**config.mk**
```make
export PLATFORM = sky130hd
export DESIGN_NAME = fbpi_port
export DESIGN_NICKNAME = d
export VERILOG_FILES = /design/src/fbpi_pkg.sv /design/src/fbpi_port.sv
export VERILOG_INCLUDE_DIRS = /design/src
export SDC_FILE = /design/constraint.sdc
export NUM_CORES = 1
export LEC_CHECK = 0
export ABC_AREA = 1
export ABC_CLOCK_PERIOD_IN_PS = 1500
export BUFFER_PORTS_ARGS = -buffer_cell sky130_fd_sc_hd__buf_2
export CAP_MARGIN = 10
export CORE_MARGIN = 5
export CORE_UTILIZATION = 44
export CTS_CLUSTER_DIAMETER = 30
export DETAILED_ROUTE_END_ITERATION = 7
export PLACE_DENSITY = 0.84
export SYNTH_ARGS = -nofsm -noshare
export SYNTH_HDL_FRONTEND = slang
export SYNTH_SLANG_ARGS = --single-unit
```
**constraint.sdc**
```tcl
create_clock -name aclk -period 1.5 [get_ports aclk]
set_clock_uncertainty 0.2 [all_clocks]
set_input_delay 0.075 -clock aclk [delete_from_list [all_inputs] [get_ports aclk]]
set_output_delay 0.075 -clock aclk [all_outputs]
set_load 0.01 [all_outputs]
```
**src/fbpi_defines.svh**
```systemverilog
/*
 * constants for the four-pin port block: register byte offsets, field
 * positions, writable masks, reset values and bus answers.
 * assumes it is included by its bare name after the file header comment.
 */
`ifndef FBPI_DEFINES_SVH
`define FBPI_DEFINES_SVH

// ----------------------------------------------------------------------
// register byte offsets
// ----------------------------------------------------------------------
`define FBPI_ADDR_W        8
`define FBPI_OFF_DATA      8'h00
`define FBPI_OFF_OUT_EN    8'h04
`define FBPI_OFF_FUNC_SEL  8'h08
`define FBPI_OFF_OPEN_DR   8'h28
`define FBPI_OFF_PULLUP    8'h2C
`define FBPI_OFF_IN_EN     8'h38

// ----------------------------------------------------------------------
// field layout and reset values
// ----------------------------------------------------------------------
`define FBPI_PINS          4
`define FBPI_MASK_DATA     4'hF
`define FBPI_MASK_OUT_EN   4'hF
`define FBPI_MASK_FUNC_SEL 4'hE
`define FBPI_MASK_OPEN_DR  4'hD
`define FBPI_MASK_PULLUP   4'h1
`define FBPI_MASK_IN_EN    4'hF
`define FBPI_RST_PINS      4'h0
`define FBPI_BIT_CEC       1
`define FBPI_BIT_INT_E     2
`define FBPI_BIT_INT_F     3
`define FBPI_BIT_BOOT      0

// ----------------------------------------------------------------------
// bus answers
// ----------------------------------------------------------------------
`define FBPI_RESP_OKAY     2'h0
`define FBPI_RESP_SLVERR   2'h2

`endif

```
**src/fbpi_pkg.sv**
```systemverilog
/*
 * types shared by the four-pin port block.
 * assumes fbpi_defines.svh is on the include path.
 */
`include "fbpi_defines.svh"

package fbpi_pkg;
   // ----------------------------------------------------------------------
   // types
   // ----------------------------------------------------------------------
   typedef logic [`FBPI_PINS-1:0]   fbpi_pins_t;
   typedef logic [`FBPI_ADDR_W-1:0] fbpi_addr_t;
   typedef logic [1:0]              fbpi_resp_t;
endpackage

```
**src/fbpi_port.sv**
```systemverilog
/*
 * four-pin general-purpose port with output enable, input enable,
 * open-drain select, alternate-function select, pin 0 pull-up and the
 * pin 0 boot strap, reached over an AXI4-Lite slave.
 * assumes one clock, pads resolved outside from pin_out and pin_oe, and a
 * master that keeps at most one write and one read outstanding.
 */
`timescale 1ns/10ps
`default_nettype none
`include "fbpi_defines.svh"

module fbpi_port
   import fbpi_pkg::*;
(
   input  wire logic        aclk,
   input  wire logic        aresetn,
   input  wire logic [7:0]  s_axi_awaddr,
   input  wire logic [2:0]  s_axi_awprot,
   input  wire logic        s_axi_awvalid,
   output logic             s_axi_awready,
   input  wire logic [31:0] s_axi_wdata,
   input  wire logic [3:0]  s_axi_wstrb,
   input  wire logic        s_axi_wvalid,
   output logic             s_axi_wready,
   output logic [1:0]       s_axi_bresp,
   output logic             s_axi_bvalid,
   input  wire logic        s_axi_bready,
   input  wire logic [7:0]  s_axi_araddr,
   input  wire logic [2:0]  s_axi_arprot,
   input  wire logic        s_axi_arvalid,
   output logic             s_axi_arready,
   output logic [31:0]      s_axi_rdata,
   output logic [1:0]       s_axi_rresp,
   output logic             s_axi_rvalid,
   input  wire logic        s_axi_rready,
   input  wire logic [3:0]  pin_in,
   output logic [3:0]       pin_out,
   output logic [3:0]       pin_oe,
   output logic             pin0_pullup,
   input  wire logic        deep_stop,
   input  wire logic        cec_tx_low,
   output logic             cec_rx,
   output logic             external_interrupt_e,
   output logic             external_interrupt_f,
   output logic             boot_from_flash
);

   // ----------------------------------------------------------------------
   // port registers
   // ----------------------------------------------------------------------
   fbpi_pins_t pin_data_q,          pin_data_d;
   fbpi_pins_t output_enable_q,     output_enable_d;
   fbpi_pins_t function_select_q,   function_select_d;
   fbpi_pins_t open_drain_select_q, open_drain_select_d;
   fbpi_pins_t pullup_control_q,    pullup_control_d;
   fbpi_pins_t input_enable_q,      input_enable_d;

   // ----------------------------------------------------------------------
   // bus slave state
   // ----------------------------------------------------------------------
   logic        aw_held_q,  aw_held_d;
   logic        w_held_q,   w_held_d;
   fbpi_addr_t  wr_addr_q,  wr_addr_d;
   logic [31:0] wr_data_q,  wr_data_d;
   logic [3:0]  wr_strb_q,  wr_strb_d;
   logic        bvalid_q,   bvalid_d;
   fbpi_resp_t  bresp_q,    bresp_d;
   logic        rvalid_q,   rvalid_d;
   fbpi_resp_t  rresp_q,    rresp_d;
   logic [31:0] rdata_q,    rdata_d;
   fbpi_addr_t  rd_addr_q,  rd_addr_d;

   // ----------------------------------------------------------------------
   // boot strap state and bus helper signals
   // ----------------------------------------------------------------------
   logic        in_reset_q, in_reset_d;
   logic        boot_q,     boot_d;
   logic        wr_fire;
   logic        wr_lane0;
   fbpi_addr_t  wr_word;
   fbpi_addr_t  rd_word;
   fbpi_pins_t  data_view;
   assign s_axi_awready = !aw_held_q && !bvalid_q;
   assign s_axi_wready  = !w_held_q && !bvalid_q;
   assign s_axi_arready = !rvalid_q;
   assign s_axi_bvalid  = bvalid_q;
   assign s_axi_bresp   = bresp_q;
   assign s_axi_rvalid  = rvalid_q;
   assign s_axi_rresp   = rresp_q;
   assign s_axi_rdata   = rdata_q;
   // the write fires once both halves have been held, never on the fly
   assign wr_fire  = aw_held_q && w_held_q && !bvalid_q;
   assign wr_lane0 = wr_strb_q[0];
   assign wr_word  = {wr_addr_q[7:2], 2'b00};
   assign rd_word  = {s_axi_araddr[7:2], 2'b00};
   // an enabled input reads the pad, otherwise the output latch
   assign data_view = (input_enable_q & pin_in) | (~input_enable_q & pin_data_q);

   // ----------------------------------------------------------------------
   // bus slave next state
   // ----------------------------------------------------------------------
   always_comb begin
      aw_held_d = aw_held_q;
      w_held_d  = w_held_q;
      wr_addr_d = wr_addr_q;
      wr_data_d = wr_data_q;
      wr_strb_d = wr_strb_q;
      bvalid_d  = bvalid_q;
      bresp_d   = bresp_q;
      rvalid_d  = rvalid_q;
      rresp_d   = rresp_q;
      rdata_d   = rdata_q;
      rd_addr_d = rd_addr_q;
      if (s_axi_awvalid && s_axi_awready) begin
         aw_held_d = 1'b1;
         wr_addr_d = s_axi_awaddr;
      end
      if (s_axi_wvalid && s_axi_wready) begin
         w_held_d  = 1'b1;
         wr_data_d = s_axi_wdata;
         wr_strb_d = s_axi_wstrb;
      end
      if (wr_fire) begin
         aw_held_d = 1'b0;
         w_held_d  = 1'b0;
         bvalid_d  = 1'b1;
         unique case (wr_word)
            `FBPI_OFF_DATA, `FBPI_OFF_OUT_EN, `FBPI_OFF_FUNC_SEL,
            `FBPI_OFF_OPEN_DR, `FBPI_OFF_PULLUP, `FBPI_OFF_IN_EN: bresp_d = `FBPI_RESP_OKAY;
            default: bresp_d = `FBPI_RESP_SLVERR;
         endcase
      end else if (bvalid_q && s_axi_bready) begin
         bvalid_d = 1'b0;
      end
      if (s_axi_arvalid && s_axi_arready) begin
         rvalid_d  = 1'b1;
         rd_addr_d = rd_word;
         rresp_d   = `FBPI_RESP_OKAY;
         rdata_d   = 32'h0000_0000;
         unique case (rd_word)
            `FBPI_OFF_DATA:    rdata_d[3:0] = data_view & `FBPI_MASK_DATA;
            `FBPI_OFF_OUT_EN:  rdata_d[3:0] = output_enable_q & `FBPI_MASK_OUT_EN;
            `FBPI_OFF_FUNC_SEL: begin
               rdata_d[3:0] = function_select_q & `FBPI_MASK_FUNC_SEL;
            end
            `FBPI_OFF_OPEN_DR: begin
               rdata_d[3:0] = open_drain_select_q & `FBPI_MASK_OPEN_DR;
            end
            `FBPI_OFF_PULLUP:  rdata_d[3:0] = pullup_control_q & `FBPI_MASK_PULLUP;
            `FBPI_OFF_IN_EN:   rdata_d[3:0] = input_enable_q & `FBPI_MASK_IN_EN;
            default:           rresp_d = `FBPI_RESP_SLVERR;
         endcase
      end else if (rvalid_q && s_axi_rready) begin
         rvalid_d = 1'b0;
      end
   end

   always_ff @(posedge aclk) begin
      if (!aresetn) begin
         aw_held_q <= 1'b0;
         w_held_q  <= 1'b0;
         wr_addr_q <= 8'h00;
         wr_data_q <= 32'h0000_0000;
         wr_strb_q <= 4'h0;
         bvalid_q  <= 1'b0;
         bresp_q   <= `FBPI_RESP_OKAY;
         rvalid_q  <= 1'b0;
         rresp_q   <= `FBPI_RESP_OKAY;
         rdata_q   <= 32'h0000_0000;
         rd_addr_q <= 8'h00;
      end else begin
         aw_held_q <= aw_held_d;
         w_held_q  <= w_held_d;
         wr_addr_q <= wr_addr_d;
         wr_data_q <= wr_data_d;
         wr_strb_q <= wr_strb_d;
         bvalid_q  <= bvalid_d;
         bresp_q   <= bresp_d;
         rvalid_q  <= rvalid_d;
         rresp_q   <= rresp_d;
         rdata_q   <= rdata_d;
         rd_addr_q <= rd_addr_d;
      end
   end

   // ----------------------------------------------------------------------
   // port register next state
   // ----------------------------------------------------------------------
   // all fields live in byte lane 0; reserved positions are masked off
   always_comb begin
      pin_data_d          = pin_data_q;
      output_enable_d     = output_enable_q;
      function_select_d   = function_select_q;
      open_drain_select_d = open_drain_select_q;
      pullup_control_d    = pullup_control_q;
      input_enable_d      = input_enable_q;
      if (wr_fire && wr_lane0) begin
         unique case (wr_word)
            `FBPI_OFF_DATA: pin_data_d = wr_data_q[3:0] & `FBPI_MASK_DATA;
            `FBPI_OFF_OUT_EN: output_enable_d = wr_data_q[3:0] & `FBPI_MASK_OUT_EN;
            `FBPI_OFF_FUNC_SEL: begin
               function_select_d = wr_data_q[3:0] & `FBPI_MASK_FUNC_SEL;
            end
            `FBPI_OFF_OPEN_DR: begin
               open_drain_select_d = wr_data_q[3:0] & `FBPI_MASK_OPEN_DR;
            end
            `FBPI_OFF_PULLUP: begin
               pullup_control_d = wr_data_q[3:0] & `FBPI_MASK_PULLUP;
            end
            `FBPI_OFF_IN_EN: input_enable_d = wr_data_q[3:0] & `FBPI_MASK_IN_EN;
            default: pin_data_d = pin_data_q;
         endcase
      end
   end

   always_ff @(posedge aclk) begin
      if (!aresetn) begin
         pin_data_q          <= `FBPI_RST_PINS;
         output_enable_q     <= `FBPI_RST_PINS;
         function_select_q   <= `FBPI_RST_PINS;
         open_drain_select_q <= `FBPI_RST_PINS;
         pullup_control_q    <= `FBPI_RST_PINS;
         input_enable_q      <= `FBPI_RST_PINS;
      end else begin
         pin_data_q          <= pin_data_d;
         output_enable_q     <= output_enable_d;
         function_select_q   <= function_select_d;
         open_drain_select_q <= open_drain_select_d;
         pullup_control_q    <= pullup_control_d;
         input_enable_q      <= input_enable_d;
      end
   end

   // ----------------------------------------------------------------------
   // boot strap capture
   // ----------------------------------------------------------------------
   // reset is synchronous, so the strap is caught on the first edge after release
   always_comb begin
      in_reset_d = 1'b0;
      boot_d     = boot_q;
      if (in_reset_q)
         boot_d = pin_in[`FBPI_BIT_BOOT];
   end

   always_ff @(posedge aclk) begin
      if (!aresetn) begin
         in_reset_q <= 1'b1;
         boot_q     <= 1'b0;
      end else begin
         in_reset_q <= in_reset_d;
         boot_q     <= boot_d;
      end
   end

   assign boot_from_flash = boot_q;
   // pull-up stays on through the sampling edge
   assign pin0_pullup = !aresetn || in_reset_q || pullup_control_q[0];

   // ----------------------------------------------------------------------
   // pad drive and alternate functions
   // ----------------------------------------------------------------------
   // pin 1 is an n-channel pad: it only ever pulls low
   genvar gi;
   generate
      for (gi = 0; gi < `FBPI_PINS; gi = gi + 1) begin : g_pad
         logic src;
         logic odrain;
         logic out_ok;
         if (gi == `FBPI_BIT_CEC) begin : g_cec
            assign src    = function_select_q[gi] ? !cec_tx_low : pin_data_q[gi];
            assign odrain = 1'b1;
            assign out_ok = output_enable_q[gi];
         end else if (gi == `FBPI_BIT_BOOT) begin : g_boot
            assign src    = pin_data_q[gi];
            assign odrain = open_drain_select_q[gi];
            assign out_ok = output_enable_q[gi] && !in_reset_q;
         end else begin : g_int
            // an interrupt pin routed away from the port drives nothing
            assign src    = pin_data_q[gi];
            assign odrain = open_drain_select_q[gi];
            assign out_ok = output_enable_q[gi] && !function_select_q[gi];
         end
         assign pin_out[gi] = odrain ? 1'b0 : src;
         assign pin_oe[gi]  = out_ok && (!odrain || !src);
      end
   endgenerate

   assign cec_rx = pin_in[`FBPI_BIT_CEC] && input_enable_q[`FBPI_BIT_CEC]
                   && function_select_q[`FBPI_BIT_CEC];
   // interrupt inputs ignore the function select; software must disable unused ones
   assign external_interrupt_e = pin_in[`FBPI_BIT_INT_E] && input_enable_q[`FBPI_BIT_INT_E]
                                 && !deep_stop;
   assign external_interrupt_f = pin_in[`FBPI_BIT_INT_F] && input_enable_q[`FBPI_BIT_INT_F]
                                 && !deep_stop;

   // ----------------------------------------------------------------------
   // assertions
   // ----------------------------------------------------------------------
   chk_oe_reset_clear: assert property (@(posedge aclk)
      !aresetn |=> (pin_oe == 4'h0) && (output_enable_q == 4'h0))
      else $error("output drivers not off after reset");
   chk_oe_gated_enable: assert property (@(posedge aclk) disable iff (!aresetn)
      (pin_oe & ~output_enable_q) == 4'h0)
      else $error("pin driven without its output enable");
   chk_open_drain_low: assert property (@(posedge aclk) disable iff (!aresetn)
      (pin_oe[0] && open_drain_select_q[0]) |-> (pin_out[0] == 1'b0))
      else $error("open-drain pin driven high");
   chk_int_f_follow: assert property (@(posedge aclk) disable iff (!aresetn)
      external_interrupt_f == (pin_in[3] && input_enable_q[3] && !deep_stop))
      else $error("interrupt f does not follow enabled pin");
   // once taken the strap must hold; the pad itself may wander afterwards
   chk_boot_sample: assert property (@(posedge aclk) disable iff (!aresetn)
      (aresetn && in_reset_q) |=> (boot_from_flash == $past(pin_in[0]))
         ##1 $stable(boot_from_flash))
      else $error("boot strap not taken at reset release");
   chk_pullup_reset: assert property (@(posedge aclk)
      !aresetn |-> pin0_pullup ##1 pin0_pullup)
      else $error("pin 0 pull-up off around reset");
   chk_reserved_read: assert property (@(posedge aclk) disable iff (!aresetn)
      s_axi_rvalid |-> (s_axi_rdata[31:4] == 28'h000_0000))
      else $error("reserved read bits not zero");
   chk_data_write: assert property (@(posedge aclk) disable iff (!aresetn)
      (wr_fire && wr_lane0 && wr_word == `FBPI_OFF_DATA) |=>
         (pin_data_q == wr_data_q[3:0]) && s_axi_bvalid && (s_axi_bresp == `FBPI_RESP_OKAY))
      else $error("data register write lost");
   chk_fsel_bit0: assert property (@(posedge aclk) disable iff (!aresetn)
      (s_axi_rvalid && rd_addr_q == `FBPI_OFF_FUNC_SEL) |-> (s_axi_rdata[0] == 1'b0))
      else $error("function select bit 0 reads nonzero");
   chk_pullup_field: assert property (@(posedge aclk) disable iff (!aresetn)
      (s_axi_rvalid && rd_addr_q == `FBPI_OFF_PULLUP) |-> (s_axi_rdata[31:1] == 31'h0000_0000))
      else $error("pull-up upper bits read nonzero");
   chk_ie_reset: assert property (@(posedge aclk)
      !aresetn |=> (input_enable_q == 4'h0) && !external_interrupt_e && !cec_rx)
      else $error("input enables not cleared by reset");

endmodule // fbpi_port

`default_nettype wire

```
Word level (Yosys, flattened, before mapping)

Cells that the tools add are included.

Bits of input ports: 71
Flip-flop bits (word level): 46

Eq/ne operators: 10
Multiplexer cells: 12
Reduce and logical (&&, ||, !) cells: 58
Bitwise operators: 5

Operators with widths:

| operator             | count |
|---|---|
| $eq A6 B4 Y1 const B | 6 |
| $pmux W4 S6          | 1 |
| $logic_and A1 B1 Y1  | 23 |
| $logic_not A1 Y1     | 17 |
| $logic_not A8 Y1     | 2 |
| $eq A6 B1 Y1 const B | 2 |
| $eq A6 B2 Y1 const B | 2 |
| $reduce_and A2 Y1    | 6 |
| $reduce_or A6 Y1     | 2 |
| $mux W1              | 9 |
| $and A4 B4 Y4        | 2 |
| $logic_or A1 B1 Y1   | 5 |
| $mux W2              | 2 |
| $not A4 Y4           | 1 |
| $or A4 B4 Y4         | 1 |
| $reduce_bool A2 Y1   | 2 |
| $reduce_or A2 Y1     | 1 |
| $not A1 Y1           | 1 |

Longest topological paths before layout

Depth in word-level cells: 4
Depth in mapped cells: 9
Mapped depth without buffers: 9

Worst setup path after synthesis

No wires, ideal clock.

Path kind: register to register
From: register bvalid_q, in the netlist s_axi_bvalid
To: register wr_addr_q[2]
Stages on the path, launching flop included: 5
Arrival: 1.095 ns
Slack: 0.083 ns
Buffers on the path: 0
Data required time: 1.178 ns
Cell sequence: dfxtp_1 nor2_1 nand2_1 o21ai_0 a21oi_1

Longest elaborated chain between the ends: 3

Ends and longest elaborated chain:

| what                     | line             | text |
|---|---|---|
| start: declaration       | fbpi_port.sv:66  | `logic bvalid_q, bvalid_d;` |
| start signal: assignment | fbpi_port.sv:177 | `bvalid_q <= bvalid_d;` |
| $logic_not A1 Y1         | fbpi_port.sv:83  | `assign s_axi_awready = !aw_held_q && !bvalid_q;` |
| $logic_and A1 B1 Y1      | fbpi_port.sv:83  |  |
| net s_axi_awready        | fbpi_port.sv:20  | `output logic s_axi_awready,` |
| $logic_and A1 B1 Y1      | fbpi_port.sv:114 | `if (s_axi_awvalid && s_axi_awready) begin` |
| end signal: assignment   | fbpi_port.sv:174 | `wr_addr_q <= wr_addr_d;` |
| end: declaration         | fbpi_port.sv:63  | `fbpi_addr_t wr_addr_q, wr_addr_d;` |

The timed path passes the listed nets, and every way through them passes these cells.
A chain may end at the register's enable or synchronous reset.

Final worst setup path

From: register wr_addr_q[6]
To: register open_drain_select_q[0]

Longest elaborated chain between the ends: 2

Ends and longest elaborated chain:

| what                               | line             | text |
|---|---|---|
| $eq A6 B4 Y1                       | fbpi_port.sv:198 | `unique case (wr_word)` |
| $reduce_and A2 Y1 (no source line) | -                |  |
| end signal: assignment             | fbpi_port.sv:221 | `` open_drain_select_q <= `FBPI_RST_PINS; `` |
| end signal: assignment             | fbpi_port.sv:228 | `open_drain_select_q <= open_drain_select_d;` |
| end: declaration                   | fbpi_port.sv:54  | `fbpi_pins_t open_drain_select_q, open_drain_select_d;` |

Every way passes these cells.

==> results.tsv <==
metric	value	unit
crit-path max FO	5	
met3 global-route usage	0.0377	
GRT overflow	0	
R2R cell count	6	
fin crit share	0.990	
final design utilization	0.576	
pin count of the biggest net entering global routing	42	
Synth area leaders	dfxtp_1 38%, buf_4 11%, nor2_1 10%	
Static Leak	1.28	nW
RSZ-0062 raised after global routing	true	
Hold Path Origin	s_axi_araddr[4]	
worst r2r dst	open_drain_select_q[0]	
Synth Cell Area	0.00221	sq mm
Worst Path Required	1.48	ns
Cells after DPL	430	
most common cell in the netlist	nor2_1	
worst vdd ir	715	uV
met1 Track Usage GR	0.181	
vias per cell	4.75	
TritonRoute pass-1 iters	4	
syn_area_per_cell	7.17	sq um
total number of vias	2162	
synth unique cells	25	
global placement routability congestion	0.824	
Async S/R FF share, synth	0	
fill count	453	
CTS tree	yes	
diodes inserted	0	
Synth top area share	0.380	
cell taking the most area after synthesis	dfxtp_1	
Rows	25	
Most used DFF post-synth	dfxtp_1	
clock tree buffer depth	2	
min cycle time layout	1.49	ns
fraction of layout cells with a size suffix above 1	0.237	
initial antenna violation count	0	
PD cells	847	mW/mm^2
yosys warns	0	
Die Span Y	80.9	microns
drt drc	0	
Starting DRT DRC Count	210	
first-pass GRT wire length	8490	microns
Chip Width	80.9	microns
cts bufs inserted	5	
final hold violation count	0	
Total Power	0.00235	W
post-synthesis sequential area ratio	0.380	
worst min path class	in -> reg	
total wire length	5430	microns
Max-cap violations	0	
CTS sink cnt	42	
Worst setup EP type	flip-flop	
FF+latch count, synth	42	
reg2reg start	wr_addr_q[6]	
status	finished clean	
grt met2 use	0.315	
routed length per instance	11.9	microns
Core ar.	0.00482	sq mm
die area	0.00655	sq mm
final setup TNS	0	ns
Endpoint, Worst Hold	s_axi_rresp[1]	
final std cells w/o fill	455	
fin. max-slew vios	0	
vias in the first global route	1924	
Setup Crit Path Kind	reg -> reg	
nets@finish	460	
hold path cells	5	
Max Clk Rate	673	MHz
H-Tree Depth	2	
Post-DRT Antenna Nets	0	
clock root cell	clkbuf_8	
Starting Density	0.460	
area grow syn2layout	25.3	%
critical path launch point type	flip-flop	
Cells after Synth	309	
clk slew on worst S/H paths	0.07	ns
top post-synthesis cells by count	59 x nor2_1, 42 x dfxtp_1, 40 x o21ai_0	
EDFF count, synth	0	
CP arrival	1.47	ns
hpwl dp	3940	microns
Global Route Usage Sum	0.165	
most used routing layer	met2	
IO Count	125	
port buffer count	52	
worst skew pair latency	0.29	ns
worst reg-to-reg setup slack	0.01	ns
Setup violations, final	0	
==> layout make-up <==
cell class	instances	area, sq um	area share
multi-input cells	229	1130	0.408
repair buffers	78	510	0.184
flip-flops and latches	42	842	0.303
well taps	67	83.8	0.0302
inverters	33	125	0.0451
clock buffers	6	82.6	0.0298
==> repair_timing <==
item	in CTS	in global routing
resized for setup	0	18
setup buffers	0	2
hold endpoints to repair	18	0
endpoints found under the setup margin	0	18
hold buffers	17	0
==> worst max path at each step <==
stage | depth (start not counted) | startpoint | slack [ns] | endpoint
after floorplan | 4 | s_axi_bvalid | 0.08 | wr_addr_q[2]
after global placement | 6 | wr_addr_q[7] | 0.08 | open_drain_select_q[2]
after detailed placement | 6 | wr_addr_q[7] | 0.02 | function_select_q[2]
after CTS | 6 | wr_addr_q[7] | 0.02 | function_select_q[2]
after global routing | 6 | wr_addr_q[6] | -0.07 | open_drain_select_q[2]
final | 6 | wr_addr_q[6] | 0.01 | open_drain_select_q[0]
==> state kept, by name (all words and copies together), names as in the netlist, 3 cells and up <==
| register | flops |
|---|---|
| wr_data_q | 4 |
| open_drain_select_q | 3 |
| wr_addr_q | 6 |
| output_enable_q | 4 |
| s_axi_rdata | 4 |
| pin_data_q | 4 |
| input_enable_q | 4 |
| function_select_q | 3 |
==> cell families after synthesis <==
| group | synth area share |
|---|---|
| compound gates | 0.173 |
| flops | 0.380 |
| simple gates | 0.275 |
| other cells | 0.00169 |
| buf+inv | 0.170 |
==> stage by stage <==
step | hold WS, ns | instance area [sq um] | setup slack [ns]
3_5_place_dp | 0.0766 | 2480 | 0.0189
5_1_grt | 0.0169 | 2780 | -0.0693
6_report | 0.0127 | 2780 | 0.0149
4_1_cts | 0.00553 | 2740 | 0.0150
2_1_floorplan | -0.0243 | 2330 | 0.0825
3_3_place_gp | 0.0748 | 2480 | 0.0757
==> critical path, stage by stage (launching register included) <==
cell and delay [ns]:
dfxtp_2 0.34, nor2_4 0.14, inv_2 0.06, nor2_4 0.20, nand4_1 0.20, o21ai_1 0.19, nor2_1 0.06
==> layout by cell type (no fill, tap or decap), types with 3 or more instances in the layout <==
| master | Yosys | final |
|---|---|---|
| inv_2 | 2 | 4 |
| nor2_4 | 3 | 3 |
| inv_1 | 30 | 28 |
| dfxtp_1 | 42 | 41 |
| nand2_1 | 28 | 28 |
| o21ai_1 | 1 | 11 |
| buf_2 | 0 | 52 |
| o21ai_0 | 40 | 29 |
| nor2_1 | 59 | 58 |
| nand3_1 | 13 | 13 |
| nand3_4 | 1 | 3 |
| a21oi_1 | 33 | 33 |
| conb_1 | 1 | 31 |
| clkbuf_8 | 0 | 6 |
| nor2_2 | 4 | 5 |
| dlygate4sd3_1 | 0 | 17 |
| buf_4 | 32 | 8 |
| nand4_1 | 4 | 4 |
| nand2_2 | 3 | 3 |
==> routing by layer <==
layer / vias to the layer above / share of wire
met5: - / 0
met4: 0 / 0.012
met3: 6 / 0.077
met2: 75 / 0.53
met1: 974 / 0.38
li1: 1107 / -
==> where the power goes <==
group	total [W]	internal (W)	leakage, nW	switching, W
logic	0.000423	0.000172	0.898	0.000252
clock network	0.000712	0.000355	0.0431	0.000357
registers	0.00121	0.00117	0.343	0.0000483
total	0.00235	0.00169	1.28	0.000657
No activity file was read; power rests on OpenSTA's default activity.
